**config.mk**
```make
export PLATFORM = sky130hd
export DESIGN_NAME = fesb_bank
export DESIGN_NICKNAME = d
export VERILOG_FILES = /design/src/hdl/fesb_pkg.sv /design/src/hdl/fesb_bank.sv
export VERILOG_INCLUDE_DIRS = /design/src /design/src/hdl
export SDC_FILE = /design/constraint.sdc
export NUM_CORES = 1
export LEC_CHECK = 0
export ABC_AREA = 1
export BUFFER_PORTS_ARGS = -buffer_cell sky130_fd_sc_hd__buf_4
export CORE_AREA = 2 2 111 113
export DETAILED_ROUTE_END_ITERATION = 8
export DIE_AREA = 0 0 113 115
export MAX_ROUTING_LAYER = met4
export PLACE_DENSITY = 0.84
export SETUP_SLACK_MARGIN = 0.4
export SYNTH_ARGS = -nofsm -noshare
export SYNTH_HDL_FRONTEND = slang
export SYNTH_SLANG_ARGS = --single-unit
export TNS_END_PERCENT = 100
```
**constraint.sdc**
```tcl
create_clock -name clk -period 4.4 [get_ports clk]
set_input_delay 0 -clock clk [delete_from_list [all_inputs] [get_ports clk]]
set_output_delay 0 -clock clk [all_outputs]
set_load 0.01 [all_outputs]
```
**src/hdl/fesb_defs.svh**
```systemverilog
// Register map, field positions, reset values and timing counts of the event status bank.
// Assumes inclusion by the bank module only.
`ifndef FESB_DEFS_SVH
`define FESB_DEFS_SVH
`define FESB_OFS_STATUS3 8'h00
`define FESB_OFS_STATUS4 8'h04
`define FESB_OFS_MASK3 8'h08
`define FESB_OFS_MASK4 8'h0c
`define FESB_OFS_CTRL 8'h10
`define FESB_OFS_ES_MASK 8'h14
`define FESB_OFS_GSUM 8'h18
`define FESB_OFS_RX_COUNT 8'h1c
// Status three bits
`define FESB_S3_ES 7
`define FESB_S3_SEC 6
`define FESB_S3_LOOPBACK_STATUS_CHANGE_FLAG 3
`define FESB_S3_RSN 1
`define FESB_S3_RSP 0
// Status four bits
`define FESB_S4_XSP 7
`define FESB_S4_XSN 6
`define FESB_S4_RME 5
`define FESB_S4_RFS 4
`define FESB_S4_RDO 3
`define FESB_S4_ALLS 2
`define FESB_S4_XDU 1
`define FESB_S4_RPF 0
// Control bits
`define FESB_CTRL_VIS 0
`define FESB_CTRL_EPRM 1
`define FESB_CTRL_HDLC 2
// Summary bits
`define FESB_GSUM_S3 3
`define FESB_GSUM_S4 4
// Reset values
`define FESB_RST_MASK 8'h00
`define FESB_RST_CTRL 8'h04
`define FESB_RST_ES_MASK 8'h00
// Timing
`define FESB_CLK_MHZ 100
`define FESB_RX_CLK_HZ 1544000
`define FESB_LLB_TIME_US 33160
`define FESB_LLB_CYCLES (`FESB_LLB_TIME_US * `FESB_CLK_MHZ)
`define FESB_SEC_TICKS `FESB_RX_CLK_HZ
`endif

```
**src/hdl/fesb_pkg.sv**
```systemverilog
// Types of the event status bank.
// Assumes the constants header sits beside it.
package fesb_pkg;
  typedef enum logic [1:0] {
    LLB_NONE = 2'b00,
    LLB_ACT = 2'b01,
    LLB_DEACT = 2'b10
  } fesb_llb_type;

  // Event pulses and levels from the framer and HDLC channel two
  typedef struct packed {
    logic [6:0] es_src;
    logic alarm_sim;
    logic rx_slip_neg;
    logic rx_slip_pos;
    logic tx_slip_pos;
    logic tx_slip_neg;
    logic rx_msg_end;
    logic rx_frame_start;
    logic rx_overflow;
    logic rx_pool_full;
    logic tx_all_sent;
    logic tx_underrun;
  } fesb_event_type;

  typedef struct packed {
    logic act_code;
    logic deact_code;
    logic ber_low;
    logic prbs_sync;
  } fesb_llb_in_type;
endpackage

```
**src/hdl/fesb_bank.sv**
```systemverilog
// Event status bank three and four with masks, summary and interrupt pin.
// Assumes all event inputs come from logic on clk; AHB-Lite slave, zero wait.
`timescale 1ns/100ps
`include "fesb_defs.svh"

// Behaviour
// - Reading status three or four clears it
// - Visible option records masked events too
// - Masked events stay off pin and summary
// - Errored second from enabled sources per second
// - Second flag on each one-second expiry
// - Loopback code held 33.16 ms flags change
// - Leaving detection on high errors flags change
// - Pattern mode flags every synchronizer change
// - Faster receive line clock sets negative slip
// - Slower receive line clock sets positive slip
// - Slower transmit clock sets positive slip
// - Faster transmit clock sets negative slip
// - Transmit slip recovers without control rewrite
// - Message end flag on frame end stored
// - Byte count register shows message length
// - Frame start flag two bytes after start
// - Overflow flagged, reception continues later
// - Overflow flag raised immediately on overflow
// - All-sent flag only in HDLC mode
// - Underrun aborts frame, sets underrun flag
// - Transmitter held until status four read
// - Pool full flag on 32 bytes arrived
// - Summary shows which registers have pending events
module fesb_bank #(
  parameter int SEC_TICKS = `FESB_SEC_TICKS,
  parameter int LLB_CYCLES = `FESB_LLB_CYCLES
) (
  input wire logic clk,
  input wire logic resetn,
  input wire logic hsel,
  input wire logic [31:0] haddr,
  input wire logic [1:0] htrans,
  input wire logic hwrite,
  input wire logic [2:0] hsize,
  input wire logic [31:0] hwdata,
  input wire logic hready,
  output logic hreadyout,
  output logic hresp,
  output logic [31:0] hrdata,
  input wire logic rx_clk_tick,
  input wire fesb_pkg::fesb_event_type events,
  input wire fesb_pkg::fesb_llb_in_type llb_in,
  input wire logic [11:0] rx_msg_length,
  output logic interrupt_n,
  output logic loopback_activate_detected,
  output logic loopback_deactivate_detected,
  output logic chan2_tx_hold
);
  logic [7:0] status3_r;
  logic [7:0] status4_r;
  logic [7:0] mask3_r;
  logic [7:0] mask4_r;
  logic [7:0] ctrl_r;
  logic [6:0] es_mask_r;
  logic [7:0] gsum;
  logic [7:0] ev3;
  logic [7:0] ev4;
  logic rd3;
  logic rd4;
  logic acc;
  logic wr_pend_r;
  logic [7:0] wr_addr_r;
  logic [31:0] rdata_nxt;
  logic [31:0] sec_cnt_r;
  logic sec_expire;
  logic es_seen_r;
  logic es_event;
  fesb_pkg::fesb_llb_type llb_state_r;
  logic [31:0] llb_cnt_r;
  logic llb_change;
  logic prbs_prev_r;
  logic tx_hold_r;

  // Mask gate: record when unmasked or visible option set
  function automatic logic [7:0] record_gate(input logic [7:0] ev, input logic [7:0] mask,
                                             input logic vis);
    record_gate = vis ? ev : (ev & ~mask);
  endfunction

  // AHB address phase
  assign acc = hsel && hready && htrans[1];
  assign rd3 = acc && !hwrite && (haddr[7:0] == `FESB_OFS_STATUS3);
  assign rd4 = acc && !hwrite && (haddr[7:0] == `FESB_OFS_STATUS4);
  assign hreadyout = 1'b1;
  assign hresp = 1'b0;

  always_comb
  begin
    if (haddr[7:0] == `FESB_OFS_STATUS3)
      rdata_nxt = {24'h000000, status3_r};
    else if (haddr[7:0] == `FESB_OFS_STATUS4)
      rdata_nxt = {24'h000000, status4_r};
    else if (haddr[7:0] == `FESB_OFS_MASK3)
      rdata_nxt = {24'h000000, mask3_r};
    else if (haddr[7:0] == `FESB_OFS_MASK4)
      rdata_nxt = {24'h000000, mask4_r};
    else if (haddr[7:0] == `FESB_OFS_CTRL)
      rdata_nxt = {24'h000000, ctrl_r};
    else if (haddr[7:0] == `FESB_OFS_ES_MASK)
      rdata_nxt = {25'h0000000, es_mask_r};
    else if (haddr[7:0] == `FESB_OFS_GSUM)
      rdata_nxt = {24'h000000, gsum};
    else if (haddr[7:0] == `FESB_OFS_RX_COUNT)
      rdata_nxt = {20'h00000, rx_msg_length};
    else
      rdata_nxt = 32'h00000000;
  end

  always_ff @(posedge clk)
  begin
    if (!resetn)
      hrdata <= 32'h00000000;
    else if (acc && !hwrite)
      hrdata <= rdata_nxt;
  end

  always_ff @(posedge clk)
  begin
    if (!resetn)
    begin
      wr_pend_r <= 1'b0;
      wr_addr_r <= 8'h00;
    end
    else if (hready)
    begin
      wr_pend_r <= acc && hwrite;
      wr_addr_r <= haddr[7:0];
    end
  end

  // Writable registers, data phase
  always_ff @(posedge clk)
  begin
    if (!resetn)
    begin
      mask3_r <= `FESB_RST_MASK;
      mask4_r <= `FESB_RST_MASK;
      ctrl_r <= `FESB_RST_CTRL;
      es_mask_r <= 7'(`FESB_RST_ES_MASK);
    end
    else if (wr_pend_r)
    begin
      if (wr_addr_r == `FESB_OFS_MASK3)
        mask3_r <= hwdata[7:0];
      else if (wr_addr_r == `FESB_OFS_MASK4)
        mask4_r <= hwdata[7:0];
      else if (wr_addr_r == `FESB_OFS_CTRL)
        ctrl_r <= {5'h00, hwdata[2:0]};
      else if (wr_addr_r == `FESB_OFS_ES_MASK)
        es_mask_r <= hwdata[6:0];
    end
  end

  // One-second timer on receive clock ticks
  assign sec_expire = rx_clk_tick && (sec_cnt_r == 32'(SEC_TICKS - 1));
  always_ff @(posedge clk)
  begin
    if (!resetn)
      sec_cnt_r <= 32'h00000000;
    else if (sec_expire)
      sec_cnt_r <= 32'h00000000;
    else if (rx_clk_tick)
      sec_cnt_r <= sec_cnt_r + 32'h00000001;
  end

  // Errored second accumulation
  assign es_event = sec_expire && (es_seen_r || |(events.es_src & es_mask_r));
  always_ff @(posedge clk)
  begin
    if (!resetn)
      es_seen_r <= 1'b0;
    else if (sec_expire)
      es_seen_r <= 1'b0;
    else if (|(events.es_src & es_mask_r))
      es_seen_r <= 1'b1;
  end

  // Loopback code detector
  always_ff @(posedge clk)
  begin
    if (!resetn)
    begin
      llb_state_r <= fesb_pkg::LLB_NONE;
      llb_cnt_r <= 32'h00000000;
    end
    else
    begin
      case (llb_state_r)
        fesb_pkg::LLB_NONE:
        begin
          if (llb_in.ber_low && (llb_in.act_code ^ llb_in.deact_code))
          begin
            if (llb_cnt_r == 32'(LLB_CYCLES - 1))
            begin
              llb_cnt_r <= 32'h00000000;
              llb_state_r <= llb_in.act_code ? fesb_pkg::LLB_ACT : fesb_pkg::LLB_DEACT;
            end
            else
              llb_cnt_r <= llb_cnt_r + 32'h00000001;
          end
          else
            llb_cnt_r <= 32'h00000000;
        end
        fesb_pkg::LLB_ACT, fesb_pkg::LLB_DEACT:
        begin
          llb_cnt_r <= 32'h00000000;
          if (!llb_in.ber_low)
            llb_state_r <= fesb_pkg::LLB_NONE;
        end
        default:
        begin
          llb_state_r <= fesb_pkg::LLB_NONE;
          llb_cnt_r <= 32'h00000000;
        end
      endcase
    end
  end

  always_ff @(posedge clk)
  begin
    if (!resetn)
      prbs_prev_r <= 1'b0;
    else
      prbs_prev_r <= llb_in.prbs_sync;
  end

  always_comb
  begin
    if (ctrl_r[`FESB_CTRL_EPRM])
      llb_change = llb_in.prbs_sync != prbs_prev_r;
    else if (llb_state_r == fesb_pkg::LLB_NONE)
      llb_change = llb_in.ber_low && (llb_in.act_code ^ llb_in.deact_code)
                   && (llb_cnt_r == 32'(LLB_CYCLES - 1));
    else
      llb_change = !llb_in.ber_low;
  end

  always_ff @(posedge clk)
  begin
    if (!resetn)
    begin
      loopback_activate_detected <= 1'b0;
      loopback_deactivate_detected <= 1'b0;
    end
    else
    begin
      loopback_activate_detected <= ctrl_r[`FESB_CTRL_EPRM] ? llb_in.prbs_sync
                                    : (llb_state_r == fesb_pkg::LLB_ACT);
      loopback_deactivate_detected <= !ctrl_r[`FESB_CTRL_EPRM]
                                      && (llb_state_r == fesb_pkg::LLB_DEACT);
    end
  end

  // Event vectors
  always_comb
  begin
    ev3 = 8'h00;
    ev3[`FESB_S3_ES] = es_event;
    ev3[`FESB_S3_SEC] = sec_expire;
    ev3[`FESB_S3_LOOPBACK_STATUS_CHANGE_FLAG] = llb_change;
    ev3[`FESB_S3_RSN] = events.rx_slip_neg || events.alarm_sim;
    ev3[`FESB_S3_RSP] = events.rx_slip_pos || events.alarm_sim;
    ev4 = 8'h00;
    ev4[`FESB_S4_XSP] = events.tx_slip_pos;
    ev4[`FESB_S4_XSN] = events.tx_slip_neg;
    ev4[`FESB_S4_RME] = events.rx_msg_end;
    ev4[`FESB_S4_RFS] = events.rx_frame_start;
    ev4[`FESB_S4_RDO] = events.rx_overflow;
    ev4[`FESB_S4_ALLS] = events.tx_all_sent && ctrl_r[`FESB_CTRL_HDLC];
    ev4[`FESB_S4_XDU] = events.tx_underrun;
    ev4[`FESB_S4_RPF] = events.rx_pool_full;
  end

  // Status registers, set wins over read clear
  always_ff @(posedge clk)
  begin
    if (!resetn)
      status3_r <= 8'h00;
    else
      status3_r <= (rd3 ? 8'h00 : status3_r)
                   | record_gate(ev3, mask3_r, ctrl_r[`FESB_CTRL_VIS]);
  end

  always_ff @(posedge clk)
  begin
    if (!resetn)
      status4_r <= 8'h00;
    else
      status4_r <= (rd4 ? 8'h00 : status4_r)
                   | record_gate(ev4, mask4_r, ctrl_r[`FESB_CTRL_VIS]);
  end

  // Transmitter hold after underrun
  always_ff @(posedge clk)
  begin
    if (!resetn)
      tx_hold_r <= 1'b0;
    else if (ev4[`FESB_S4_XDU])
      tx_hold_r <= 1'b1;
    else if (rd4)
      tx_hold_r <= 1'b0;
  end
  assign chan2_tx_hold = tx_hold_r;

  // Summary and pin only see unmasked bits
  always_comb
  begin
    gsum = 8'h00;
    gsum[`FESB_GSUM_S3] = |(status3_r & ~mask3_r);
    gsum[`FESB_GSUM_S4] = |(status4_r & ~mask4_r);
  end

  always_ff @(posedge clk)
  begin
    if (!resetn)
      interrupt_n <= 1'b1;
    else
      interrupt_n <= !(|gsum);
  end

  a_read_clears3: assert property (@(posedge clk) disable iff (!resetn)
    rd3 && !(|record_gate(ev3, mask3_r, ctrl_r[`FESB_CTRL_VIS])) |=> status3_r == 8'h00)
    else $error("status three not cleared by read");

  a_read_clears4: assert property (@(posedge clk) disable iff (!resetn)
    rd4 && !(|record_gate(ev4, mask4_r, ctrl_r[`FESB_CTRL_VIS])) |=> status4_r == 8'h00)
    else $error("status four not cleared by read");

  a_vis_records: assert property (@(posedge clk) disable iff (!resetn)
    ctrl_r[`FESB_CTRL_VIS] && events.rx_msg_end |=> status4_r[`FESB_S4_RME])
    else $error("visible masked event not recorded");

  a_masked_quiet: assert property (@(posedge clk) disable iff (!resetn)
    ((status3_r & ~mask3_r) == 8'h00) && ((status4_r & ~mask4_r) == 8'h00)
    |=> interrupt_n)
    else $error("pin asserted by masked events");

  a_mask_blocks: assert property (@(posedge clk) disable iff (!resetn)
    !ctrl_r[`FESB_CTRL_VIS] && mask3_r[`FESB_S3_SEC] && rd3 |=> !status3_r[`FESB_S3_SEC])
    else $error("masked event recorded without visible option");

  a_second_flag: assert property (@(posedge clk) disable iff (!resetn)
    sec_expire && !mask3_r[`FESB_S3_SEC] |=> status3_r[`FESB_S3_SEC] ##1 !interrupt_n)
    else $error("second flag or pin missing after expiry");

  a_slip_flags: assert property (@(posedge clk) disable iff (!resetn)
    events.alarm_sim && !mask3_r[`FESB_S3_RSN] |=> status3_r[`FESB_S3_RSN]
    && $past(events.alarm_sim))
    else $error("alarm simulation did not set slip flag");

  a_alls_hdlc: assert property (@(posedge clk) disable iff (!resetn)
    !ctrl_r[`FESB_CTRL_HDLC] && rd4 |=> !status4_r[`FESB_S4_ALLS])
    else $error("all sent flagged outside HDLC mode");

  a_hold_until_read: assert property (@(posedge clk) disable iff (!resetn)
    events.tx_underrun ##1 !rd4 |=> chan2_tx_hold)
    else $error("transmitter released before status four read");

  a_summary_bits: assert property (@(posedge clk) disable iff (!resetn)
    ((status4_r & ~mask4_r) != 8'h00) |=> !interrupt_n)
    else $error("pending status four did not reach pin");

  a_summary_three: assert property (@(posedge clk) disable iff (!resetn)
    ((status3_r & ~mask3_r) != 8'h00) |=> !interrupt_n)
    else $error("pending status three did not reach pin");
endmodule

```
==> results of run 1 <==
-- state kept, by name (all words and copies together) (netlist names), 2 cells and up --
name / count
wr_addr_r: 8
llb_state_r: 2
llb_cnt_r: 32
status3_r: 5
es_mask_r: 7
ctrl_r: 3
status4_r: 8
sec_cnt_r: 32
mask3_r: 8
mask4_r: 8
hrdata: 12
-- kinds of logic (layout without fill, tap and decap cells) --
| group | count (synthesis) | in the layout |
|---|---|---|
| compound gates | 159 | 159 |
| simple gates | 530 | 530 |
| xor+xnor | 32 | 32 |
| buf+inv | 159 | 276 |
| flops | 132 | 132 |
| fa+ha+maj | 5 | 5 |
| other cells | 2 | 23 |
-- cells in the mapped netlist (2+ instances only) --
master    number
a211oi_1       9
a21oi_1       88
a22oi_1        2
a31oi_1        3
and3_1         2
buf_2          7
buf_4         25
buf_6          3
clkbuf_1       9
conb_1         2
dfxtp_1      132
ha_1           5
inv_1        114
nand2_1      241
nand2_2        5
nand3_1       59
nand3_2        2
nand3b_1       2
nand4_1       20
nor2_1       145
nor2_2         8
nor3_1        28
nor3_2         2
nor3b_1        3
nor4_1         3
o211ai_1       2
o21ai_0       51
or2_0          2
or2_2          2
xnor2_1       10
xor2_1        22
-- cells in the final DEF, fill, tap and decap left out, types with 2 or more instances in the layout --
cell type and instances:
o21ai_0 51, ha_1 5, nand3_1 59, nand4_1 20, nor3b_1 3, or2_0 2
nand3b_1 2, nand2_1 241, clkinv_4 6, clkbuf_16 17, dlygate4sd3_1 56, or2_2 2
a22oi_1 2, inv_1 114, a21oi_1 88, nand3_2 2, nor4_1 3, a31oi_1 3
nor2_1 145, nor3_1 28, buf_4 73, bufinv_16 5, nand2_2 5, a211oi_1 9
nor2_2 8, dfxtp_1 132, clkinvlp_4 2, xnor2_1 10, nor3_2 2, and3_1 2
conb_1 22, o211ai_1 2, xor2_1 22
-- worst max-delay path: stages, from the launching register on --
cell	delay [ns]
dfxtp_1	0.37
ha_1	0.22
inv_1	0.05
nor2_1	0.16
nand3_1	0.10
nor2_1	0.26
nand2_1	0.11
nand2_2	0.50
a21oi_1	0.10
dlygate4sd3_1	0.60
-- where the power goes --
| part | leakage (nW) | switching [W] | internal, W |
|---|---|---|---|
| Clock | 0.317 | 0.000558 | 0.00103 |
| Combinational | 2.11 | 0.000137 | 0.000114 |
| Sequential | 1.07 | 0.0000181 | 0.00122 |
-- per-stage QoR --
stage	std cells	worst slack, ns	hold WS, ns	utilization, %	cell area, um2
floorplan	1039	2.91	0.112	-	6920
global placement	1215	2.45	0.220	62.3	7360
detailed placement	1215	2.43	0.224	62.3	7360
CTS	1303	1.90	0.0359	72.7	8590
global route	1303	1.67	0.110	72.7	8590
finish	1304	1.81	0.0630	72.7	8590
-- final cells by class --
class / count / area (um2) / area share [%]
antenna: 1 / 2.50 / 0.0291
clock buffer: 18 / 439 / 5.11
clock inverter: 14 / 226 / 2.64
inverter: 115 / 432 / 5.03
multi-input combinational: 748 / 3550 / 41.4
sequential: 132 / 2640 / 30.8
tap: 147 / 184 / 2.14
timing repair buffer: 129 / 1110 / 12.9
-- worst paths after layout --
path / start / to / slack (ns) / cells past startpoint
setup reg to reg: sec_cnt_r[0] / es_seen_r / 1.81 / 9
setup / recovery: sec_cnt_r[0] / es_seen_r / 1.81 / 9
hold reg to reg: hrdata[2] / hrdata[2] / 0.46 / 2
hold / removal: rx_msg_length[7] / hrdata[7] / 0.06 / 5
-- per-layer routing --
layer	vias to the layer above	part of all wire, %
met2	357	47
met4	0	3.2
met1	3232	42
li1	3495	-
met5	-	0
met3	58	8.0
-- timing repair --
item / CTS / global route
hold buffers: 56 / 0
hold endpoints to repair: 58 / 0
endpoints found under the setup margin: 0 / 0
buffers inserted: 0 / 0
==> out/results.txt, run 1 <==
The flow ran to the end, but the final reports show violations. The checks that failed: DRC. For this run, the post-layout net count is 1,257.

In the global route stage, overall resource usage came out at 31.2%. Along the worst path, the maximum fanout reaches 33. The final critical-path required period works out to 2.59 ns.

Class of the most critical setup path: reg2reg. Max-cap violations in this run came to 0. The synthesized design contains 0 enable-type register cells. Averaged over all synthesized cells, the footprint is 6.72 um2. The tools report the global placement routability congestion as 0.949.

The type of origin of the critical path was a register. After technology mapping, the gate count stands at 1,019. The overall die area was 0.0130 mm2. Global routing used 7.54% of the available met3 tracks. The clock tree root buffer cell is clkbuf_16.

The power density normalized to cell area is 358 mW/mm2. After clock tree synthesis, the clock-pin slew on the worst setup and hold paths is 0.06 ns. Summed over its instances, the top area cell type makes up 38.6% of the synthesized netlist area.

For this run, design rule violations remaining after detail routing come to 6. Dividing the detail-routed wire length by the instance count gives 14.7 um. In the routed layout, each cell is associated on average with a via count of 5.48.

The tools report the sum of routed wire length over all layers as 19,200 um. During I/O placement, the number of pins put on the boundary was 147. CTS saw 132 sinks. For this run the aggregate overflow at the end of global routing stands at 0. For the worst-case vdd ir drop, the log shows 399 uV. TritonCTS built the clock tree.

The starting utilization of the core area was 57.9%; the synthesis-stage register bit count was 132. Measured along the x axis, the die boundary spans 113 um. Total power for the finished layout comes to 0.00308 W.

The final number of hold-violating endpoints is 0, and the cell row count is 40. Port buffering added 72 buffers. The path class of the lowest-slack min-delay path was in2reg.

Yosys printed 0 warnings. Data arrives at the worst endpoint at 2.89 ns. The logs give 0 for the quantity of gates resized following cts and 0 ns for the total negative setup slack. The logs give 386 MHz for the highest clock frequency the design can meet and 17 for the TritonCTS buffer count.

The first routing iteration left 738 violations. The count of pins over their slew limit was 0; the ratio of cells with drive above 1 in the final layout was 11.2%. The placed wire-length estimate after detailed placement is 12,600 um, and the setup-violating endpoint count in the final report is 0.

The via count of the first global-routing pass is 6,718, and the fraction of registers with async set/reset is 0%. The core region is 0.0118 mm2. The floorplan step set the die height to 115 um.

The run gives 0.00755 ns as the worst setup skew after layout. The dominant combinational cell family by area after synthesis was simple AND/OR/NAND/NOR gates. The most used flip-flop cell after synthesis is dfxtp_1. The most area-hungry cell type in the Yosys netlist was dfxtp_1. The count of vias placed by the detailed router is 7,142, and the worst endpoint required time is 4.71 ns. For the post-synth design cell area, the log shows 0.00684 mm2. The busiest layer in global routing is met2.

Post-synthesis mux area share: 0%. After filler insertion, the fill cell instance count of the layout stands at 907. The logs give 0 for the count of nets left with antenna violations after detail routing and 0.42 ns for the clock insertion delay at the later pin of the skew report.

Counting along the longest clock path gives a buffer depth of 2. For the met2 track demand over resource, the log shows 49.7%. The worst pin sits at a relative slew slack of 27.6%.

The tools report the number of distinct library cells after synthesis as 42. Yosys attributes the largest share of cell area to dfxtp_1, nand2_1, nor2_1. For the pin with the worst max-slew slack, the measured transition is 1.08 ns.

The pre-antenna-repair detailed-routing pass consisted of 9 iterations. The layout overhead on the synthesized area works out to 25.5%. The area share of fa/ha/maj cells after synthesis came out at 0.914%. Setup repair after global routing left no endpoint under its margin. The compound-cell area share of the yosys netlist came out at 12.3%. The tools report the leakage power as 3.49 nW. The xor-xnor portion of the synthesized cell area works out to 4.10%. The wire length of the first global-routing pass was 31,400 um; the portion of the post-synthesis area used by sequential elements was 38.6%. Entering global routing, the biggest net connects 41 pins. Of the available clock period, the critical path in the final layout requires 58.8%. Of the total synthesized cell area, the portion taken by AND, OR, NAND and NOR gates is 33.4%. STA classifies the critical path endpoint as a register. CTS built an H-tree with a depth of 4.

The met1 track demand over resource in global routing came out at 37.7%. The run gives 0 as the initial antenna violation count.
(Power assumes the default switching activity.)
==> run 2, diff against run 1 <==
--- a/config.mk
+++ b/config.mk
@@ -8,11 +8,11 @@
 export LEC_CHECK = 0
 export ABC_AREA = 1
 export BUFFER_PORTS_ARGS = -buffer_cell sky130_fd_sc_hd__buf_4
-export CORE_AREA = 2 2 111 113
+export CORE_AREA = 2 2 115 117
 export DETAILED_ROUTE_END_ITERATION = 8
-export DIE_AREA = 0 0 113 115
+export DIE_AREA = 0 0 117 119
 export MAX_ROUTING_LAYER = met4
-export PLACE_DENSITY = 0.84
+export PLACE_DENSITY = 0.79
 export SETUP_SLACK_MARGIN = 0.4
 export SYNTH_ARGS = -nofsm -noshare
 export SYNTH_HDL_FRONTEND = slang
==> constraint.sdc (replaced) <==
create_clock -name clk -period 2.5 [get_ports clk]
set_input_delay 0 -clock clk [delete_from_list [all_inputs] [get_ports clk]]
set_output_delay 0 -clock clk [all_outputs]
set_load 0.01 [all_outputs]
==> out/results.txt, run 2 (synthesis gave the netlist of run 1 again) <==
The clock insertion delay at the later pin of the skew report was 0.42 ns (about the same); the setup slack after placement was 0.595 ns (-1.84 ns). Setup repair after global routing left no endpoint under its margin. The number of port buffers was 72 (unchanged).

The post-layout worst setup margin came out at 0.514 ns (-1.30 ns). Static timing analysis puts the maximum clock frequency at 504 MHz. The tools report the top-level I/O count as 147 (unchanged). For the count of maximum capacitance violations, the log shows 0 (unchanged). The starting utilization of the core area was 53.2% (-4.8 points); the maximum fanout along the worst path was 11 (-67%). Leaving out fill and tap cells, the most frequent cell in the layout is nand2_1.

Number of optimization iterations in the first detailed-route pass: 6 (-3). The count of vias placed by the detailed router came out at 6,925 (-3.0%). For the number of non-filler instances in the completed layout, the log shows 1,332 (+2.1%). Worst path arrival time: 2.35 ns (-0.54 ns). The logs give 4 (unchanged) for the H-tree depth and 0.00972 ns (+0.00217 ns) for the worst setup skew after layout.

Class of the most critical setup path: in2reg. The final layout net count was 1,257 (unchanged); the register share of total power was 40.1% (-0.3 points). The flow ran to the end, and the final reports show no timing, DRC or antenna violations. The largest net degree at the start of global routing was 41 (unchanged). Average via count per standard cell: 5.20 (-5.1%).

The ratio of cells with drive above 1 in the final layout is 11.5% (+0.26 points), and the final antenna diode count is 0 (-1). The final critical-path required period is 1.99 ns. The final critical path takes up 79.4% of the cycle.

The layout filler cell count was 1,078 (+19%). In the final layout, the registers with the most flip-flops are llb_cnt_r: 32 flops, sec_cnt_r: 32 flops, hrdata: 12 flops. Detailed-route DRC error count: 0 (-6).

The run gives 30,900 um (-1.5%) as the wire length of the first global-routing pass. The layout overhead on the synthesized area was 26.2%; the sum of overflow across all layers after global routing was 0 (unchanged). The run gives 0 (unchanged) as the count of pins over their slew limit. The tools report the setup-violating endpoint count in the final report as 0 (unchanged).

The worst endpoint required time came out at 2.86 ns (-1.85 ns). The floorplan die height was 119 um (+3.5%); the clock network fraction of total power was 52.0% (+0.5 points). The power density normalized to cell area was 632 mW/mm2 (+76%).

The tools report the worst-case vdd ir drop as 480 uV (+20%). The count of routing violations after the opening detailed-route iteration was 713 (-3.4%); the overall die area was 0.0139 mm2 (+7.1%). The TritonCTS buffer count was 17 (unchanged). The cell count after placement came out at 1,248 (+2.7%). For the net load switching power, the log shows 0.00120 W (+69%). For the floorplan core area, the log shows 0.0129 mm2 (+9.0%).

TritonCTS built the clock tree. Clock tree root buffer cell: clkbuf_16. The slew at the pin closest to its max-slew limit was 1.03 ns (-0.0545 ns). The tools report the max-slew headroom at the worst pin as 31.3% (+3.6 points).

The cell row count is 42 (+5.0%). For the initial antenna violation count, the log shows 0 (unchanged). The logs give 7.9% (-0.2 points) for the combinational cell fraction of total power and 3.49 nW (-0.12%) for the leakage power. Final number of hold-violating endpoints: 0 (unchanged). STA classifies the critical path startpoint as an input pin.

The power after layout came out at 0.00545 W (+77%). The internal power of the cells was 0.00425 W (+80%). For the placed wire-length estimate after detailed placement, the log shows 12,600 um (+0.69%). The routed length per instance is 14.0 um (-4.8%). Leaving out fill and tap cells, the most frequent cells in the layout are nand2_1, nor2_1, dfxtp_1, inv_1, a21oi_1.

Via count of the first global-routing pass: 6,572 (-2.2%). The run gives 2 (unchanged) as the maximum clock insertion buffer count. The sum of routed wire length over all layers came out at 18,700 um (-2.7%). The run gives 0 (unchanged) as the post-CTS setup buffer count. The clock-pin slew reported for the worst setup and hold paths after clock tree synthesis was 0.06 ns (about the same). The run gives 28.8% (-2.4 points) as the global-route total usage across every layer. For the sink count of the clock tree, the log shows 132 (unchanged). The path class of the tightest hold or removal check is in2reg. The tools report the count of nets left with antenna violations after detail routing as 0 (unchanged).

The x dimension of the die was 117 um (+3.5%). The global placement routability congestion came out at 0.970 (+2.2%). The net switching fraction of the power was 22.1% (-1.1 points).

The capturing element type of the critical path was a register. The tools report the utilization after layout as 67.1% (-5.7 points). Total negative setup slack: 0 ns (unchanged).
==> run 2: cell count changes in the layout (fill, tap and decap cells not counted) <==
| cell | previous run | this run |
|---|---|---|
| clkinv_2 | 0 | 2 |
| clkbuf_1 | 0 | 2 |
| diode_2 | 1 | 0 |
| dlygate4sd3_1 | 56 | 52 |
| buf_4 | 73 | 76 |
| bufinv_16 | 5 | 6 |
| buf_12 | 0 | 1 |
| inv_1 | 114 | 113 |
| clkinv_4 | 6 | 1 |
| inv_6 | 1 | 2 |
==> run 2: through the flow <==
step	hold WS (ns)	cell area, um2
floorplan	0.112	6920
CTS	0.00208	8630
finish	0.00969	8630
global placement	0.222	7440
global route	0.0189	8630
detailed placement	0.229	7440
==> run 2: worst paths after layout <==
check | startpoint | to | slack (ns) | depth (start not counted)
max | haddr[5] | hrdata[9] | 0.51 | 10
max reg2reg | sec_cnt_r[0] | sec_cnt_r[25] | 0.58 | 9
min reg2reg | hrdata[5] | hrdata[5] | 0.47 | 2
min | events[17] | es_seen_r | 0.01 | 5
==> run 2: cell type report <==
class                           instances  area (um2)  share of cell area [%]
Timing Repair Buffer                  129        1110                    12.9
Multi-Input combinational cell        748        3550                    41.2
Sequential cell                       132        2640                    30.6
Clock buffer                           20         447                    5.17
Tap cell                              176         220                    2.55
Clock inverter                         12         224                    2.59
Inverter                              115         435                    5.04
==> run 2: layer usage <==
layer  GRT usage, %  part of all wire, %  wire length, um
met1           35.5                   43             7960
met3           5.55                  5.8             1080
met5              -                    0                0
met4           8.90                  2.1              396
met2           47.5                   50             9260
==> run 2: what timing repair did <==
item	CTS	global route
endpoints found under the setup margin	0	4
hold endpoints to repair	58	0
hold buffers	52	0
resized for setup	0	1
==> run 2: power groups by stage <==
stage / clock [W] / sequential, W / combinational, W
final: 0.00284 / 0.00219 / 0.000430
after global routing: 0.00296 / 0.00219 / 0.000476
after CTS: 0.00286 / 0.00218 / 0.000420
after detailed placement: 0 / 0.00223 / 0.000354
after global placement: 0 / 0.00223 / 0.000350
after floorplan: 0 / 0.00223 / 0.000238
==> run 2: critical path: stages <==
cell and delay, ns:
dlygate4sd3_1 0.54, buf_4 0.14, inv_1 0.09, nand2_1 0.08, nor2_2 0.29, nand2_1 0.16
clkinvlp_4 0.23, nand3_1 0.10, a21oi_1 0.16, dlygate4sd3_1 0.57
